===== src/hdl/gps_pkg.sv =====
// Package of constants and types for the GPIO port with strobed byte bus
package gps_pkg;
	localparam int GPS_NPINS = 5;
	localparam int GPS_BUSW = 8;
	localparam int GPS_USER_PINS = 13;
	// AXI4-Lite register byte offsets
	localparam logic [5:0] GPS_OFF_DIR = 6'h00;
	localparam logic [5:0] GPS_OFF_OUT = 6'h04;
	localparam logic [5:0] GPS_OFF_IN = 6'h08;
	localparam logic [5:0] GPS_OFF_BUSCMD = 6'h0C;
	localparam logic [5:0] GPS_OFF_BUSDAT = 6'h10;
	localparam logic [5:0] GPS_OFF_STAT = 6'h14;
	localparam logic [5:0] GPS_OFF_IEN = 6'h18;
	localparam logic [5:0] GPS_OFF_ICLR = 6'h1C;
	localparam logic [5:0] GPS_OFF_STRB = 6'h20;
	// Bus command bits
	localparam int GPS_CMD_RD = 0;
	localparam int GPS_CMD_WR = 1;
	// Status bits
	localparam int GPS_ST_RDDONE = 0;
	localparam int GPS_ST_WRDONE = 1;
	localparam int GPS_ST_FRAME = 2;
	localparam int GPS_ST_BATLOW = 3;
	localparam int GPS_ST_BUSY = 4;
	localparam int GPS_NEVT = 4;
	// Pin indexes
	localparam int GPS_PIN_FRAME = 0;
	localparam int GPS_PIN_BAT = 1;
	localparam int GPS_PIN_SUPPLY = 2;
	localparam int GPS_PIN_RD = 3;
	localparam int GPS_PIN_WR = 4;
	// Strobe timing
	localparam int GPS_CLK_NS = 50;
	localparam int GPS_STRB_MIN_NS = 50;
	localparam int GPS_STRB_MIN_CYC = (GPS_STRB_MIN_NS + GPS_CLK_NS - 1) / GPS_CLK_NS;
	localparam logic [7:0] GPS_STRB_RST = 8'(GPS_STRB_MIN_CYC);
	localparam logic [1:0] GPS_RESP_OKAY = 2'h0;
	localparam logic [1:0] GPS_RESP_SLVERR = 2'h2;
	typedef enum logic [2:0] {
		GPS_IDLE,
		GPS_SETUP,
		GPS_LOW,
		GPS_HOLD
	} gps_bus_e;
endpackage : gps_pkg


===== src/hdl/gps_edge_det.sv =====
// Rising edge detector for a vector of inputs
`timescale 1ns/1ps
module gps_edge_det #(
	parameter int W = 2
) (
	input wire logic clk_sys,
	input wire logic rst,
	input wire logic [W-1:0] lvl,
	output logic [W-1:0] rise
);
	logic [W-1:0] prev_r;
	genvar i;
	generate
		for (i = 0; i < W; i++) begin : g_bit
			always_ff @(posedge clk_sys) begin
				if (rst) begin
					prev_r[i] <= lvl[i];
				end else begin
					prev_r[i] <= lvl[i];
				end
			end
			assign rise[i] = lvl[i] & ~prev_r[i];
		end
	endgenerate
endmodule : gps_edge_det


===== src/hdl/gps_port.sv =====
// GPIO port with five single pins and a strobed byte bus, AXI4-Lite slave
//
// Our own choices: the AXI4-Lite slave port and the register addresses.
`timescale 1ns/1ps
// Functional notes
// - Thirteen user pins: five single, eight bus
// - All pins inputs after reset
// - Each single pin has own direction
// - Bus lines handled as one byte
// - Bus transfer strobe low at least 50 ns
// - Read strobe latches byte from bus
// - Write strobe drives and latches outgoing byte
// - Pin a read as frame mark input
// - Pin b read as battery low input
// - Pin c output high enables peripheral supply
// - Pin c input lets external circuit drive
module gps_port
	import gps_pkg::*;
#(
	parameter logic [7:0] STRB_CYC = gps_pkg::GPS_STRB_RST
) (
	input wire logic clk_sys,
	input wire logic rst,
	input wire logic master_reset_n,
	input wire logic [4:0] single_pin_in,
	output logic [4:0] single_pin_out,
	output logic [4:0] single_pin_oe,
	input wire logic [7:0] parallel_byte_lines_in,
	output logic [7:0] parallel_byte_lines_out,
	output logic [7:0] parallel_byte_lines_oe,
	output logic irq,
	input wire logic [5:0] s_axi_awaddr,
	input wire logic s_axi_awvalid,
	output logic s_axi_awready,
	input wire logic [31:0] s_axi_wdata,
	input wire logic [3:0] s_axi_wstrb,
	input wire logic s_axi_wvalid,
	output logic s_axi_wready,
	output logic [1:0] s_axi_bresp,
	output logic s_axi_bvalid,
	input wire logic s_axi_bready,
	input wire logic [5:0] s_axi_araddr,
	input wire logic s_axi_arvalid,
	output logic s_axi_arready,
	output logic [31:0] s_axi_rdata,
	output logic [1:0] s_axi_rresp,
	output logic s_axi_rvalid,
	input wire logic s_axi_rready
);
	import gps_pkg::*;

	function automatic logic known_addr(input logic [5:0] a);
		known_addr = (a == GPS_OFF_DIR) || (a == GPS_OFF_OUT) || (a == GPS_OFF_IN) ||
			(a == GPS_OFF_BUSCMD) || (a == GPS_OFF_BUSDAT) || (a == GPS_OFF_STAT) ||
			(a == GPS_OFF_IEN) || (a == GPS_OFF_ICLR) || (a == GPS_OFF_STRB);
	endfunction : known_addr

	wire srst = rst | ~master_reset_n;
	logic [4:0] dir_r;
	logic [4:0] out_r;
	logic [7:0] bus_out_r;
	logic [7:0] bus_in_r;
	logic [7:0] strb_len_r;
	logic [7:0] cnt_r;
	logic [7:0] pulse_len_r;
	logic is_wr_r;
	gps_bus_e st_r;
	logic [GPS_NEVT-1:0] stat_r;
	logic [GPS_NEVT-1:0] ien_r;
	logic rd_done_p;
	logic wr_done_p;
	// Write channel holding
	logic aw_hold_r;
	logic w_hold_r;
	logic [5:0] awaddr_r;
	logic [31:0] wdata_r;
	logic [3:0] wstrb_r;

	wire aw_take = s_axi_awvalid & s_axi_awready;
	wire w_take = s_axi_wvalid & s_axi_wready;
	wire wr_fire = aw_hold_r & w_hold_r & ~s_axi_bvalid;
	wire ar_take = s_axi_arvalid & s_axi_arready;
	wire wr_lo = wstrb_r[0];
	wire wr_dir = wr_fire & wr_lo & (awaddr_r == GPS_OFF_DIR);
	wire wr_out = wr_fire & wr_lo & (awaddr_r == GPS_OFF_OUT);
	wire wr_cmd = wr_fire & wr_lo & (awaddr_r == GPS_OFF_BUSCMD);
	wire wr_dat = wr_fire & wr_lo & (awaddr_r == GPS_OFF_BUSDAT);
	wire wr_ien = wr_fire & wr_lo & (awaddr_r == GPS_OFF_IEN);
	wire wr_iclr = wr_fire & wr_lo & (awaddr_r == GPS_OFF_ICLR);
	wire wr_strb = wr_fire & wr_lo & (awaddr_r == GPS_OFF_STRB);
	wire bus_busy = (st_r != GPS_IDLE);
	// Bus commands start only when idle, whatever the direction of the strobe pins
	wire start_rd = wr_cmd & ~bus_busy & wdata_r[GPS_CMD_RD];
	wire start_wr = wr_cmd & ~bus_busy & ~wdata_r[GPS_CMD_RD] & wdata_r[GPS_CMD_WR];
	wire [7:0] strb_eff = (strb_len_r < GPS_STRB_RST) ? GPS_STRB_RST : strb_len_r;

	// Event inputs: frame mark and battery low, read as inputs
	logic [1:0] pin_rise;
	gps_edge_det #(.W(2)) u_edge (
		.clk_sys(clk_sys),
		.rst(srst),
		.lvl({single_pin_in[GPS_PIN_BAT], single_pin_in[GPS_PIN_FRAME]}),
		.rise(pin_rise)
	);
	wire [GPS_NEVT-1:0] evt = {pin_rise[1] & ~dir_r[GPS_PIN_BAT],
		pin_rise[0] & ~dir_r[GPS_PIN_FRAME], wr_done_p, rd_done_p};

	// Pin direction and level, strobe length and interrupt enable registers
	always_ff @(posedge clk_sys) begin
		if (srst) begin
			dir_r <= 5'h00;
			out_r <= 5'h1F;
			strb_len_r <= STRB_CYC;
			ien_r <= '0;
		end else begin
			if (wr_dir) begin
				dir_r <= wdata_r[4:0];
			end
			if (wr_out) begin
				out_r <= wdata_r[4:0];
			end
			if (wr_strb) begin
				strb_len_r <= wdata_r[7:0];
			end
			if (wr_ien) begin
				ien_r <= wdata_r[GPS_NEVT-1:0];
			end
		end
	end

	// Strobed byte bus sequencer
	always_ff @(posedge clk_sys) begin
		if (srst) begin
			st_r <= GPS_IDLE;
			cnt_r <= 8'h00;
			pulse_len_r <= 8'h00;
			is_wr_r <= 1'b0;
			bus_out_r <= 8'h00;
			bus_in_r <= 8'h00;
		end else begin
			if (wr_dat & ~bus_busy) begin
				bus_out_r <= wdata_r[7:0];
			end
			case (st_r)
				GPS_IDLE: begin
					if (start_rd | start_wr) begin
						is_wr_r <= start_wr;
						st_r <= GPS_SETUP;
					end
				end
				GPS_SETUP: begin
					// Pulse length kept for the width checks
					cnt_r <= strb_eff;
					pulse_len_r <= strb_eff;
					st_r <= GPS_LOW;
				end
				GPS_LOW: begin
					if (cnt_r <= 8'h01) begin
						st_r <= GPS_HOLD;
						if (!is_wr_r) begin
							bus_in_r <= parallel_byte_lines_in;
						end
					end else begin
						cnt_r <= cnt_r - 8'h01;
					end
				end
				GPS_HOLD: begin
					st_r <= GPS_IDLE;
				end
				default: begin
					st_r <= GPS_IDLE;
				end
			endcase
		end
	end
	assign rd_done_p = (st_r == GPS_HOLD) & ~is_wr_r;
	assign wr_done_p = (st_r == GPS_HOLD) & is_wr_r;

	// Pin drivers, registered
	wire strb_low = (st_r == GPS_LOW);
	// Strobes high during a transfer, except the strobe of the transfer's direction in the low phase
	wire rd_strb_lvl = bus_busy ? ~(strb_low & ~is_wr_r) : out_r[GPS_PIN_RD];
	wire wr_strb_lvl = bus_busy ? ~(strb_low & is_wr_r) : out_r[GPS_PIN_WR];
	always_ff @(posedge clk_sys) begin
		if (srst) begin
			single_pin_oe <= 5'h00;
			single_pin_out <= 5'h1F;
			parallel_byte_lines_oe <= 8'h00;
			parallel_byte_lines_out <= 8'h00;
		end else begin
			single_pin_oe <= dir_r | ({5{bus_busy}} & 5'h18);
			single_pin_out <= {wr_strb_lvl, rd_strb_lvl, out_r[2:0]};
			parallel_byte_lines_oe <= {8{bus_busy & is_wr_r}};
			parallel_byte_lines_out <= bus_out_r;
		end
	end

	// Interrupt status, set wins over clear
	always_ff @(posedge clk_sys) begin
		if (srst) begin
			stat_r <= '0;
			irq <= 1'b0;
		end else begin
			stat_r <= (stat_r & ~(wr_iclr ? wdata_r[GPS_NEVT-1:0] : '0)) | evt;
			irq <= |(stat_r & ien_r);
		end
	end

	// AXI4-Lite write channel
	always_ff @(posedge clk_sys) begin
		if (rst) begin
			aw_hold_r <= 1'b0;
			w_hold_r <= 1'b0;
			awaddr_r <= 6'h00;
			wdata_r <= 32'h0;
			wstrb_r <= 4'h0;
			s_axi_awready <= 1'b0;
			s_axi_wready <= 1'b0;
			s_axi_bvalid <= 1'b0;
			s_axi_bresp <= GPS_RESP_OKAY;
		end else begin
			s_axi_awready <= ~aw_hold_r & ~aw_take & ~s_axi_bvalid;
			s_axi_wready <= ~w_hold_r & ~w_take & ~s_axi_bvalid;
			if (aw_take) begin
				aw_hold_r <= 1'b1;
				awaddr_r <= s_axi_awaddr;
			end
			if (w_take) begin
				w_hold_r <= 1'b1;
				wdata_r <= s_axi_wdata;
				wstrb_r <= s_axi_wstrb;
			end
			if (wr_fire) begin
				aw_hold_r <= 1'b0;
				w_hold_r <= 1'b0;
				s_axi_bvalid <= 1'b1;
				s_axi_bresp <= known_addr(awaddr_r) ? GPS_RESP_OKAY : GPS_RESP_SLVERR;
			end else if (s_axi_bvalid & s_axi_bready) begin
				s_axi_bvalid <= 1'b0;
			end
		end
	end

	// AXI4-Lite read channel
	logic [31:0] rd_mux;
	assign rd_mux =
		(s_axi_araddr == GPS_OFF_DIR) ? {27'h0, dir_r} :
		(s_axi_araddr == GPS_OFF_OUT) ? {27'h0, out_r} :
		(s_axi_araddr == GPS_OFF_IN) ? {27'h0, single_pin_in} :
		(s_axi_araddr == GPS_OFF_BUSDAT) ? {24'h0, bus_in_r} :
		(s_axi_araddr == GPS_OFF_STAT) ? {27'h0, bus_busy, stat_r} :
		(s_axi_araddr == GPS_OFF_IEN) ? {28'h0, ien_r} :
		(s_axi_araddr == GPS_OFF_STRB) ? {24'h0, strb_len_r} : 32'h0;
	always_ff @(posedge clk_sys) begin
		if (rst) begin
			s_axi_arready <= 1'b0;
			s_axi_rvalid <= 1'b0;
			s_axi_rdata <= 32'h0;
			s_axi_rresp <= GPS_RESP_OKAY;
		end else begin
			s_axi_arready <= ~s_axi_rvalid & ~ar_take;
			if (ar_take) begin
				s_axi_rvalid <= 1'b1;
				s_axi_rdata <= rd_mux;
				s_axi_rresp <= known_addr(s_axi_araddr) ? GPS_RESP_OKAY : GPS_RESP_SLVERR;
			end else if (s_axi_rvalid & s_axi_rready) begin
				s_axi_rvalid <= 1'b0;
			end
		end
	end

	// Checks
	// Strobe low run lengths for the width checks
	logic [7:0] rd_run_r;
	logic [7:0] wr_run_r;
	wire rd_pin_low = single_pin_oe[GPS_PIN_RD] & ~single_pin_out[GPS_PIN_RD];
	wire wr_pin_low = single_pin_oe[GPS_PIN_WR] & ~single_pin_out[GPS_PIN_WR];
	always_ff @(posedge clk_sys) begin
		if (srst) begin
			rd_run_r <= 8'h00;
			wr_run_r <= 8'h00;
		end else begin
			rd_run_r <= rd_pin_low ? rd_run_r + {7'h00, rd_run_r != 8'hFF} : 8'h00;
			wr_run_r <= wr_pin_low ? wr_run_r + {7'h00, wr_run_r != 8'hFF} : 8'h00;
		end
	end
	property p_pins_input_after_reset;
		@(posedge clk_sys) $past(srst) |-> (single_pin_oe == 5'h00) && (parallel_byte_lines_oe == 8'h00);
	endproperty
	a_pins_input_after_reset: assert property (p_pins_input_after_reset) else $error("pins not inputs after reset");
	property p_strobe_width;
		@(posedge clk_sys) disable iff (srst)
			$rose(single_pin_out[GPS_PIN_RD]) && $past(st_r == GPS_HOLD) |->
			(rd_run_r == pulse_len_r) && (rd_run_r >= 8'(GPS_STRB_MIN_CYC));
	endproperty
	a_strobe_width: assert property (p_strobe_width) else $error("read strobe too short");
	property p_wr_strobe_width;
		@(posedge clk_sys) disable iff (srst)
			$rose(single_pin_out[GPS_PIN_WR]) && $past(st_r == GPS_HOLD) |->
			(wr_run_r == pulse_len_r) && (wr_run_r >= 8'(GPS_STRB_MIN_CYC));
	endproperty
	a_wr_strobe_width: assert property (p_wr_strobe_width) else $error("write strobe too short");
	property p_rd_latch;
		@(posedge clk_sys) disable iff (srst)
			rd_done_p |-> bus_in_r == $past(parallel_byte_lines_in);
	endproperty
	a_rd_latch: assert property (p_rd_latch) else $error("read byte not latched");
	property p_wr_drive;
		@(posedge clk_sys) disable iff (srst)
			(single_pin_oe[GPS_PIN_WR] && !single_pin_out[GPS_PIN_WR] && $past(bus_busy)) |->
			parallel_byte_lines_oe == 8'hFF && $stable(parallel_byte_lines_out);
	endproperty
	a_wr_drive: assert property (p_wr_drive) else $error("byte not held during write strobe");
	property p_supply_follow;
		@(posedge clk_sys) disable iff (srst)
			wr_out |=> ##1 single_pin_out[GPS_PIN_SUPPLY] == $past(wdata_r[GPS_PIN_SUPPLY], 2);
	endproperty
	a_supply_follow: assert property (p_supply_follow) else $error("supply pin not updated");
	property p_dir_follow;
		@(posedge clk_sys) disable iff (srst)
			wr_dir && !bus_busy |=> ##1 single_pin_oe[2:0] == $past(wdata_r[2:0], 2);
	endproperty
	a_dir_follow: assert property (p_dir_follow) else $error("direction not applied");
	property p_strobe_idle_high;
		@(posedge clk_sys) disable iff (srst)
			(st_r == GPS_IDLE) && $past(st_r == GPS_IDLE) && $past(out_r[4:3] == 2'h3)
			|-> single_pin_out[4:3] == 2'h3;
	endproperty
	a_strobe_idle_high: assert property (p_strobe_idle_high) else $error("strobe low while idle");
	property p_frame_event;
		@(posedge clk_sys) disable iff (srst)
			evt[GPS_ST_FRAME] |=> stat_r[GPS_ST_FRAME];
	endproperty
	a_frame_event: assert property (p_frame_event) else $error("frame mark lost");
	property p_strobe_high_busy;
		@(posedge clk_sys) disable iff (srst)
			$past(bus_busy) && !$past(strb_low) |->
			(single_pin_out[4:3] == 2'h3) && (single_pin_oe[4:3] == 2'h3);
	endproperty
	a_strobe_high_busy: assert property (p_strobe_high_busy) else $error("strobe low outside pulse");
	property p_rd_lines_released;
		@(posedge clk_sys) disable iff (srst)
			$past(bus_busy) && !$past(is_wr_r) |-> parallel_byte_lines_oe == 8'h00;
	endproperty
	a_rd_lines_released: assert property (p_rd_lines_released) else $error("lines driven during read");
	property p_irq_level;
		@(posedge clk_sys) disable iff (srst)
			irq == |$past(stat_r & ien_r);
	endproperty
	a_irq_level: assert property (p_irq_level) else $error("interrupt level wrong");
endmodule : gps_port


===== config.mk =====
export PLATFORM = sky130hd
export DESIGN_NAME = gps_port
export DESIGN_NICKNAME = d
export VERILOG_FILES = /design/src/hdl/gps_pkg.sv /design/src/hdl/gps_edge_det.sv /design/src/hdl/gps_port.sv
export SDC_FILE = /design/constraint.sdc
export NUM_CORES = 1
export LEC_CHECK = 0
export BUFFER_PORTS_ARGS = -buffer_cell sky130_fd_sc_hd__clkbuf_2
export CORE_ASPECT_RATIO = 1.25
export CORE_MARGIN = 3
export CORE_UTILIZATION = 40
export DETAILED_ROUTE_END_ITERATION = 7
export HOLD_SLACK_MARGIN = 0.15
export PLACE_DENSITY = 0.73
export SYNTH_ARGS = -nofsm -noshare
export SYNTH_HDL_FRONTEND = slang
export SYNTH_SLANG_ARGS = --single-unit

===== constraint.sdc =====
create_clock -name clk_sys -period 1.9 [get_ports clk_sys]
set_input_delay 0.38 -clock clk_sys [delete_from_list [all_inputs] [get_ports clk_sys]]
set_output_delay 0.38 -clock clk_sys [all_outputs]
set_load 0.01 [all_outputs]

======== Yosys cells after proc, flatten, opt, wreduce, memory -nomap -nowiden ========
Cells that the tools add are included.
storage, ports and cells
  register bits ........................... 134
  bits of input ports ..................... 69
  output and inout port bits .............. 68
cells by class
  $add $sub $neg .......................... 1
  magnitude comparators ................... 2
  eq/ne operators ......................... 22
  mux-type cells .......................... 22
  bitwise logic cells ..................... 58
  reduce and logical (&&, ||, !) cells .... 29
operator list
  operator               count
  $mux W8                9
  $eq A6 B5 Y1 const B   8
  $and A1 B1 Y1          34
  $eq A6 B4 Y1 const B   4
  $not A1 Y1             17
  $logic_or A1 B1 Y1     16
  $pmux W8 S2            1
  $eq A6 B3 Y1 const B   2
  $eq A6 B6 Y1 const B   2
  $logic_not A6 Y1       2
  $pmux W3 S3            1
  $and A4 B4 Y4          2
  $le A8 B1 Y1 const B   1
  $lt A8 B1 Y1 const B   1
  $sub A8 B1 Y8 const B  1
  $eq A3 B2 Y1 const B   2
  $mux W1                6
  $mux W3                2
  $reduce_and A2 Y1      3
  $reduce_bool A2 Y1     3
  $or A5 B5 Y5           1
  $mux W2                2
  $mux W4                1
  $ne A2 B2 Y1 const B   2
  10 further kinds       11

======== Logic depth before layout (Yosys ltp) ========
Gate-level depths: netlist (run 1).
  word-level depth ........................ 10
  gate-level depth with buffers ........... 6

======== Hierarchy ========
A second synthesis (run 1) with hierarchy kept.
second synthesis, totals
  cell total of the unflattened synthesis .. 524
  area total of the unflattened synthesis .. 4,737.0 um^2
modules (own cells, without submodules)
  module        times used  cells each  area each (um^2)
  gps_port      1           520         4,669.5
  gps_edge_det  1           4           67.6

======== Worst setup path before layout (run 1) ========
Ideal clock, no wire load.
  path kind ............................... register to register
  start point ............................. reg cnt_r[4]
  end point ............................... reg bus_in_r[7]
  setup time .............................. 128 ps
  data arrival time ....................... 1,679 ps
  required time ........................... 1,772 ps
  slack ................................... 93 ps
  stages on the path, launching flop included .. 6
  cell sequence ........................... dfxtp_1 or4_4 buf_6 nor4_4 mux2i_1 nor2_1
on the way
  longest elaborated chain between the ends .. 2
RTL lines
  what                         RTL line         text
  from (decl)                  gps_port.sv:64   logic [7:0] cnt_r;
  from (signal assigned)       gps_port.sv:153  cnt_r <= strb_eff;
  from (signal assigned)       gps_port.sv:164  cnt_r <= cnt_r - 8'h01;
  $le A8 B1 Y1                 gps_port.sv:158  if (cnt_r <= 8'h01) begin
  $reduce_and A3 Y1 (no line)  --
  to (signal assigned)         gps_port.sv:161  bus_in_r <= parallel_byte_lines_in;
  to (decl)                    gps_port.sv:62   logic [7:0] bus_in_r;
No other way between the ends.
A chain may end at the register's enable or synchronous reset.

======== Worst setup path in the final report (run 1) ========
  start point ............................. reg cnt_r[4]
  end point ............................... reg cnt_r[1]
on the way
  longest elaborated chain between the ends .. 3
RTL lines
  what                         RTL line
  $le A8 B1 Y1                 gps_port.sv:158
  $ne A2 B2 Y1 (no line)       --
  $reduce_and A2 Y1 (no line)  --
No other way between the ends.

==> impl_metrics.yaml, run 1 <==
timing:
  finalSetupViolCount: 0
  layout_min_cycle_time_ns: 1.80
  period_share: 0.949
  rsz0062_at_grt: "yes"
  timing.final.ws_setup_ns: 0.0969
  slew_viol_final: 0
  hold_viol: 0
  skew_ns: 0.00461
  fmax_ghz: 0.555
global_routing:
  grt_max_degree: 46
  grt_overflow_total: 0
  grt_util_all_layers: 0.174
  grt_pass1_wl_mm: 18.9
  grt_pass1_vias: 3795
  antenna_found_initial: 0
floorplanning:
  core_area_um2: 11400
  initial_core_util: 0.419
  io_pins: 137
  row_count: 43
  die_area_um2: 13300
  fp.dieH_um: 128
  die_x_um: 104
clock_tree:
  clock_latency_ns: 0.34
  cts_tree: "done"
  clockRootBuffer: "clkbuf_16"
  clk_pin_slew_ns: 0.07
  post_cts_buffers: 0
  cts.path.max_buffers: 2
  cts_sinks: 107
  cts_made_buffers: 9
  h-tree-depth: 3
finish:
  area_growth_pct: 18.8
  drive_above_1_share: 0.205
  fin_cells: 780
  final_cell_mix: "dfxtp_1 (107), clkbuf_2 (83), nand2_1 (52)"
  final_area_um2: 5650
  final_util: 0.498
  antenna_cells: 0
  layout_commonest_cell: "dfxtp_1"
  fin_nets: 694
route:
  vias: 4020
  drt_iter0_drc: 279
  wirelength_mm: 11.7
  drc: 0
  ant_nets: 0
  dr.pass1.iters: 4
  wl_per_cell_um: 15.0
  vias_per_cell: 5.15
synth:
  synth_edf_count: 0
  syn_avg_cell_area_um2: 8.91
  ys_warn_count: 0
  yosysUniqueCellTypes: 56
  yosysTopAreaCell: "dfxtp_1"
  synth_area_um2: 4760
  synth_top_area_frac: 0.450
  synthCells: 534
  seq_area_frac_synth: 0.450
  async_reset_ff_frac: 0
  yosys-top-cells-area: "dfxtp_1 (45%), mux2i_1 (8.8%), buf_4 (5.2%)"
  synthFlopType: "dfxtp_1"
  ys_seq_elements: 107
worst_setup_path:
  critical_path.max_fanout: 6
  start_kind: "register"
  worst_ep_required_time_ns: 2.16
  end_kind: "register"
  r2r-start: "cnt_r[4]"
  rrSetupSlack_ns: 0.1
  criticalPathCategory: "reg -> reg"
  r2r_end: "cnt_r[1]"
  reg2reg_depth: 4
  cp.arrival_ns: 2.06
placed_design:
  pre_cts_ws_ns: -0.0628
  dpl.hpwl_mm: 8.68
  post-place-cells: 764
  placed_cell_area_um2: 5310
  routabilityCongestion: 0.883
  port_buffers: 83
pwr:
  leakage_nw: 2.40
  p_per_area_nw_per_um2: 809
  vdd_drop_max_v: 0.000536
outcome:
  status: "completed"
hold_path:
  worstHoldStart: "single_pin_in[0]"
  worstHoldPathCells: 1
  hp-class: "in -> reg"
  worstHoldEndpoint: "u_edge.prev_r[0]"
run:
  maxCapViolCount: 0
[registers in the layout, summed over array words and instances, names as in the netlist, 2 cells and up]
register / count
s_axi_rdata: 8
awaddr_r: 6
stat_r: 4
out_r: 5
bus_out_r: 8
ien_r: 4
bus_in_r: 8
strb_len_r: 8
parallel_byte_lines_out: 8
st_r: 2
dir_r: 5
u_edge.prev_r: 2
cnt_r: 8
single_pin_oe: 5
single_pin_out: 5
wdata_r: 8
[power by group]
group          switching (W)  total [W]  internal (W)
Sequential         0.0000396    0.00232       0.00228
Combinational       0.000179   0.000291      0.000113
Clock               0.000791    0.00197       0.00118
[cells by family (layout without fill, tap and decap cells)]
family / Yosys count / count (layout) / share of synthesized area
simple gates: 200 / 200 / 0.218
compound gates: 100 / 100 / 0.136
buf+inv: 76 / 140 / 0.0875
mux: 43 / 43 / 0.0907
fa+ha+maj: 6 / 6 / 0.0158
flops: 107 / 107 / 0.450
xor+xnor: 1 / 1 / 0.00184
other cells: 1 / 26 / 0.000788
[how the worst max path moves through the flow]
stage / start / end
final: cnt_r[4] / cnt_r[1]
after global routing: cnt_r[4] / cnt_r[3]
after CTS: cnt_r[1] / bus_in_r[7]
after detailed placement: s_axi_araddr[5] / s_axi_rdata[1]
after global placement: s_axi_araddr[5] / s_axi_rdata[6]
after floorplan: cnt_r[4] / bus_in_r[7]
[timing repair]
action / 4_1_cts / 5_1_grt
setup endpoints to repair: 2 / 13
cloned: 0 / 0
gates resized for setup: 1 / 3
hold buffers: 0 / 1
endpoints found under the hold margin: 0 / 1
[synthesized netlist by cell type (2+ instances only)]
cell	instances
nor2b_1	6
nor4b_1	9
nand3b_1	2
dfxtp_1	107
nor2_1	49
a311oi_1	4
o21ai_0	10
or2_1	2
o21a_1	2
and2_1	12
o2111ai_1	2
a2bb2oi_1	2
inv_1	16
or3_1	4
o21ai_1	5
a22oi_1	2
a21oi_1	38
o211ai_1	10
nor4_1	3
o31ai_1	2
nand2_1	52
or4_1	2
and3_1	2
nand2b_1	17
clkbuf_1	25
ha_1	6
a221oi_1	9
nor3b_1	3
nand3_1	11
a31oi_1	3
mux2i_1	42
a211oi_1	3
o31a_1	2
buf_4	33
nor3_1	12
nand4_1	5
[critical path: stages (launching register included)]
cell	delay, ns
dfxtp_1	0.36
or4_4	0.59
nor3_1	0.21
mux2_1	0.34
a211oi_1	0.22
[per-stage QoR]
step / setup TNS (ns) / power [W] / hold WS, ns
floorplan: 0 / 0.00256 / 0.408
global placement: -0.178 / 0.00265 / 0.442
detailed placement: -0.287 / 0.00265 / 0.453
CTS: 0 / 0.00460 / 0.152
global route: -0.00782 / 0.00474 / 0.161
finish: 0 / 0.00458 / 0.158
[area by class of cell]
type,instances,area (um2)
repair buffers,109,629
well taps,157,196
multi-input cells,376,2310
flip-flops and latches,107,2140
clock buffers,10,239
inverters,16,60.1
fillers,1091,5700
clock inverters,5,77.6
[layer usage]
| metal | part of all wire | up-vias | GRT usage |
|---|---|---|---|
| met2 | 0.50 | 121 | 0.304 |
| met3 | 0.057 | 19 | 0.0287 |
| li1 | - | 1987 | - |
| met5 | 0 | - | 0 |
| met1 | 0.42 | 1893 | 0.216 |
| met4 | 0.022 | 0 | 0.0642 |
Note: power is estimated with default switching activity, not from simulation.
==> run 2, diff against run 1 <==
Settings changed: CORE_UTILIZATION 40 to 47, PLACE_DENSITY 0.73 to 0.82.
==> run 2 against run 1 <==
Net effect: non-clock buffer count decreased by 1; register-to-register slack about the same; critical path depth increased by 2; via count increased by 2.3%; largest cell class unchanged; clock skew increased by 0.0015 ns; power increased by 0.37%; critical path type unchanged; utilization increased by 7.6 points.
==> impl_metrics.yaml, run 2 (synthesis results as in run 1) <==
global_routing:
  antenna_found_initial: 0
  grt_max_degree: 46
  grt_util_all_layers: 0.205
  grt_pass1_vias: 3845
  grt_pass1_wl_mm: 18.6
  grt_overflow_total: 0
timing:
  period_share: 0.950
  setup_tns_ns: 0
  finalSetupViolCount: 0
  slew_viol_final: 0
  slew_headroom: 0.650
  hold_viol: 0
  layout_min_cycle_time_ns: 1.80
  skew_ns: 0.00612
  tightest_slew_ns: 0.524
  fmax_ghz: 0.554
route:
  dr.pass1.iters: 5
  vias_per_cell: 5.50
  ant_nets: 0
  drt_iter0_drc: 262
  wl_per_cell_um: 15.5
  vias: 4112
  wirelength_mm: 11.6
  drc: 0
floorplanning:
  die_x_um: 96.0
  core_area_um2: 9760
  initial_core_util: 0.488
  fp.dieH_um: 119
  die_area_um2: 11400
  io_pins: 137
  row_count: 40
hold_path:
  hp-class: "in -> reg"
  worstHoldStart: "single_pin_in[0]"
clock_tree:
  cts_made_buffers: 9
  clk_pin_slew_ns: 0.07
  clock_latency_ns: 0.35
  post_cts_buffers: 0
  cts.path.max_buffers: 2
  cts_tree: "done"
  clockRootBuffer: "clkbuf_16"
  cts_sinks: 107
  h-tree-depth: 3
pwr:
  pwr-share-clk: 0.432
  vdd_drop_max_v: 0.000473
  p_per_area_nw_per_um2: 819
  power_switching_w: 0.00102
  switching_share: 0.222
  p_int_w: 0.00357
  power_frac_comb: 0.063
  leakage_nw: 2.39
  sequentialPowerShare: 0.504
worst_setup_path:
  critical_path.startpoint: "cnt_r[0]"
  worst_ep_required_time_ns: 2.16
  critical_path.max_fanout: 6
  cp.arrival_ns: 2.06
  end_kind: "register"
  criticalPathCategory: "reg -> reg"
  start_kind: "register"
  r2r-start: "cnt_r[0]"
run:
  maxCapViolCount: 0
placed_design:
  port_buffers: 83
  post-place-cells: 732
  dpl.hpwl_mm: 8.43
  routabilityCongestion: 0.924
finish:
  drive_above_1_share: 0.201
  layout_commonest_cell: "dfxtp_1"
  antenna_cells: 0
  fin_nets: 693
  fin_cells: 748
  area_growth_pct: 17.8
  final_cell_mix: "dfxtp_1 (107), clkbuf_2 (83), nand2_1 (52)"
outcome:
  status: "completed"
[run 2: cell types whose count changed in the layout (fill, tap and decap cells not counted), sizes merged]
cell	previous run	this run
clkbuf	93	94
clkinv	2	0
clkinvlp	1	2
buf	25	24
[run 2: cell type report]
class                   instances  area, um2
fillers                       834       4150
multi-input cells             376       2310
flip-flops and latches        107       2140
repair buffers                108        622
clock buffers                  11        243
well taps                     126        158
clock inverters                 4       75.1
inverters                      16       60.1
[run 2: power by group through the flow]
stage	logic [W]	clock network, W	registers [W]
global route	0.000322	0.00209	0.00232
CTS	0.000288	0.00200	0.00231
global placement	0.000276	0	0.00236
detailed placement	0.000283	0	0.00237
floorplan	0.000207	0	0.00235
finish	0.000291	0.00199	0.00232
[run 2: worst paths after layout]
kind	to	slack [ns]	cells past startpoint
setup / recovery	cnt_r[7]	0.1	6
hold / removal	u_edge.prev_r[0]	0.16	1
setup reg to reg	cnt_r[7]	0.1	6
hold reg to reg	parallel_byte_lines_out[5]	0.46	1
[run 2: worst max-delay path, cell delays in order (launching register included)]
cell and delay, ns:
dfxtp_1 0.40, inv_1 0.11, ha_4 0.19, nor2_1 0.33, nor2_1 0.06, or3_1 0.35
a311oi_1 0.27
[run 2: what timing repair did]
item / in CTS / in global routing
setup endpoints to repair: 0 / 13
endpoints found under the hold margin: 1 / 0
resized for setup: 0 / 3
hold buffers: 1 / 0
[run 2: layer usage]
layer | vias up | track usage | wire length [um]
met4 | 0 | 0.0854 | 325
li1 | 1984 | - | -
met3 | 26 | 0.0286 | 704
met1 | 1955 | 0.251 | 4700
met5 | - | 0 | 0
met2 | 147 | 0.352 | 5890
[run 2: metrics by stage]
stage | cell area [um2] | hold slack, ns | worst slack, ns | power, W | utilization
3_3_place_gp | 5260 | 0.441 | -0.0805 | 0.00264 | 0.539
2_1_floorplan | 4850 | 0.408 | 0.0933 | 0.00256 | -
6_report | 5610 | 0.161 | 0.0954 | 0.00459 | 0.574
3_5_place_dp | 5260 | 0.450 | -0.0766 | 0.00265 | 0.539
4_1_cts | 5590 | 0.155 | 0.0340 | 0.00461 | 0.573
5_1_grt | 5610 | 0.166 | -0.0162 | 0.00473 | 0.574
==> run 3, diff against run 2 <==
Settings changed: SYNTH_HIERARCHICAL from default to 1.
==> run 3 against run 2 <==
Net effect: the run now ends with negative setup slack left; first-iteration DRC count rose by 5.3%; combinational power fell by 4%; utilization is 0.72 points higher; cell area up 0.74%; register-to-register slack worse by 0.14 ns; clock skew rose by 0.0027 ns; critical path type unchanged; largest cell class unchanged; largest power group unchanged.
==> impl_metrics.yaml, run 3 <==
outcome:
  status: "finished, violations left"
  violations: "negative setup slack"
global_routing:
  grt_util_all_layers: 0.211
  grt_max_degree: 30
  antenna_found_initial: 0
  grt_pass1_vias: 3811
  grt_overflow_total: 0
  grt_pass1_wl_mm: 18.5
timing:
  hold_viol: 0
  skew_ns: 0.00886
  slew_viol_final: 0
  tightest_slew_ns: 0.639
  finalSetupViolCount: 10
  timing.final.ws_setup_ns: -0.0454
  fmax_ghz: 0.514
  slew_headroom: 0.573
  rsz0062_at_grt: "yes"
  layout_min_cycle_time_ns: 1.95
  period_share: 1.02
hold_path:
  worstHoldEndpoint: "u_edge/prev_r[1]"
  worstHoldPathCells: 1
  worstHoldStart: "single_pin_in[1]"
  hp-class: "in -> reg"
placed_design:
  dpl.hpwl_mm: 9.05
  post-place-cells: 736
  routabilityCongestion: 0.928
  port_buffers: 83
  placed_cell_area_um2: 5340
finish:
  antenna_cells: 0
  final_util: 0.582
  final_cell_mix: "dfxtp_1 (107), clkbuf_2 (83), nand2_1 (57)"
  fin_nets: 697
  area_growth_pct: 19.2
  drive_above_1_share: 0.254
  fin_cells: 753
  layout_commonest_cell: "dfxtp_1"
  final_area_um2: 5650
synth:
  yosysMostFrequentCell: "dfxtp_1"
  yosysTopAreaCell: "dfxtp_1"
  synth_commonest_cells: "dfxtp_1 (107), nand2_1 (57), nor2_1 (52)"
  syn_avg_cell_area_um2: 9.04
  yosys-top-cells-area: "dfxtp_1 (45%), mux2i_1 (8.0%), buf_4 (5.4%)"
  ys_warn_count: 6
  synthFlopType: "dfxtp_1"
  ys_seq_elements: 107
  async_reset_ff_frac: 0
  yosysUniqueCellTypes: 67
  synthCells: 524
  synth_edf_count: 0
  synth_top_area_frac: 0.452
  synth_area_um2: 4740
  seq_area_frac_synth: 0.452
clock_tree:
  cts_made_buffers: 9
  cts_sinks: 107
  h-tree-depth: 3
  hold_buffers: 0
  clock_latency_ns: 0.36
  clockRootBuffer: "clkbuf_16"
  cts.path.max_buffers: 2
  cts_tree: "done"
  clk_pin_slew_ns: 0.07
floorplanning:
  die_area_um2: 11300
  initial_core_util: 0.488
  die_x_um: 95.8
  fp.dieH_um: 118
  core_area_um2: 9710
  io_pins: 137
  row_count: 40
pwr:
  p_per_area_nw_per_um2: 779
  p_total_w: 0.00440
  vdd_drop_max_v: 0.000439
  leakage_nw: 2.36
route:
  wirelength_mm: 11.8
  dr.pass1.iters: 5
  drc: 0
  ant_nets: 0
  drt_iter0_drc: 276
  vias_per_cell: 5.41
  vias: 4072
  wl_per_cell_um: 15.7
worst_setup_path:
  criticalPathCategory: "reg -> reg"
  cp.arrival_ns: 2.19
  r2r-start: "cnt_r[4]"
  start_kind: "register"
  worst_ep_required_time_ns: 2.15
  end_kind: "register"
  critical_path.startpoint: "cnt_r[4]"
  critical_path.max_fanout: 8
  rrSetupSlack_ns: -0.05
  r2r_end: "bus_in_r[2]"
  reg2reg_depth: 6
run:
  maxCapViolCount: 0
==> run 3: cell types whose count changed after synthesis, sizes merged, moves of 4 or more <==
cell,change
a21oi,+8
a221oi,-7
a22oi,+9
clkbuf,-4
mux2i,-4
nand2,+6
nand2b,-8
nand3,+6
nor2,+5
nor3,-4
nor4b,-7
o211ai,-7
o21ai,-8
==> run 3: kinds of logic after synthesis <==
kind of cell,count (synthesis),synth area share
AOI/OAI and AO/OA,102,0.143
xor gates and xnor gates,1,0.00185
adders and majority gates,6,0.0158
buffers and inverters,72,0.0858
DFF,107,0.452
muxes,38,0.0803
other,1,0.000792
and+or+nand+nor,197,0.220
==> run 3: power breakdown <==
| part | internal, W | leakage (nW) | switching, W |
|---|---|---|---|
| Sequential | 0.00227 | 0.866 | 0.0000440 |
| Combinational | 0.000111 | 1.35 | 0.000167 |
| Clock | 0.000915 | 0.143 | 0.000888 |
| Total | 0.00330 | 2.36 | 0.00110 |
==> run 3: layout make-up <==
type	instances	area, um2
flip-flops and latches	107	2140
repair buffers	120	697
well taps	126	158
fillers	875	4060
clock inverters	7	62.6
multi-input cells	370	2310
clock buffers	9	225
inverters	14	52.6
==> run 3: metrics by stage <==
stage               setup WS (ns)  TNS (ns)  hold WS, ns
floorplan                 0.00769         0        0.408
global placement           -0.111    -0.402        0.434
detailed placement         -0.140    -0.783        0.438
CTS                       -0.0500    -0.325        0.159
global route               -0.141     -1.10        0.166
finish                    -0.0454    -0.339        0.166
==> run 3: repair_timing <==
action | in CTS | in global routing
buffers inserted | 0 | 1
pin swaps | 1 | 2
endpoints found under the setup margin | 10 | 17
gates resized for setup | 3 | 1
==> run 3: how the worst max path moves through the flow <==
| stage | to | depth (start not counted) |
|---|---|---|
| 2_1_floorplan | s_axi_rdata[1] | 6 |
| 3_3_place_gp | s_axi_rdata[1] | 6 |
| 3_5_place_dp | s_axi_rdata[1] | 6 |
| 4_1_cts | bus_in_r[2] | 6 |
| 5_1_grt | bus_in_r[7] | 6 |
| 6_report | bus_in_r[2] | 6 |
==> run 3: layer usage <==
layer / up-vias / track usage / part of all wire
li1: 1982 / - / -
met4: 0 / 0.0827 / 0.027
met5: - / 0 / 0
met1: 1899 / 0.253 / 0.39
met3: 26 / 0.0465 / 0.062
met2: 165 / 0.361 / 0.52
==> run 3: critical path, stage by stage, from the launching register on <==
cell     delay (ns)
dfxtp_1        0.32
or3_4          0.39
or4b_4         0.49
buf_6          0.16
nor2_8         0.19
mux2i_1        0.23
nor2_1         0.05
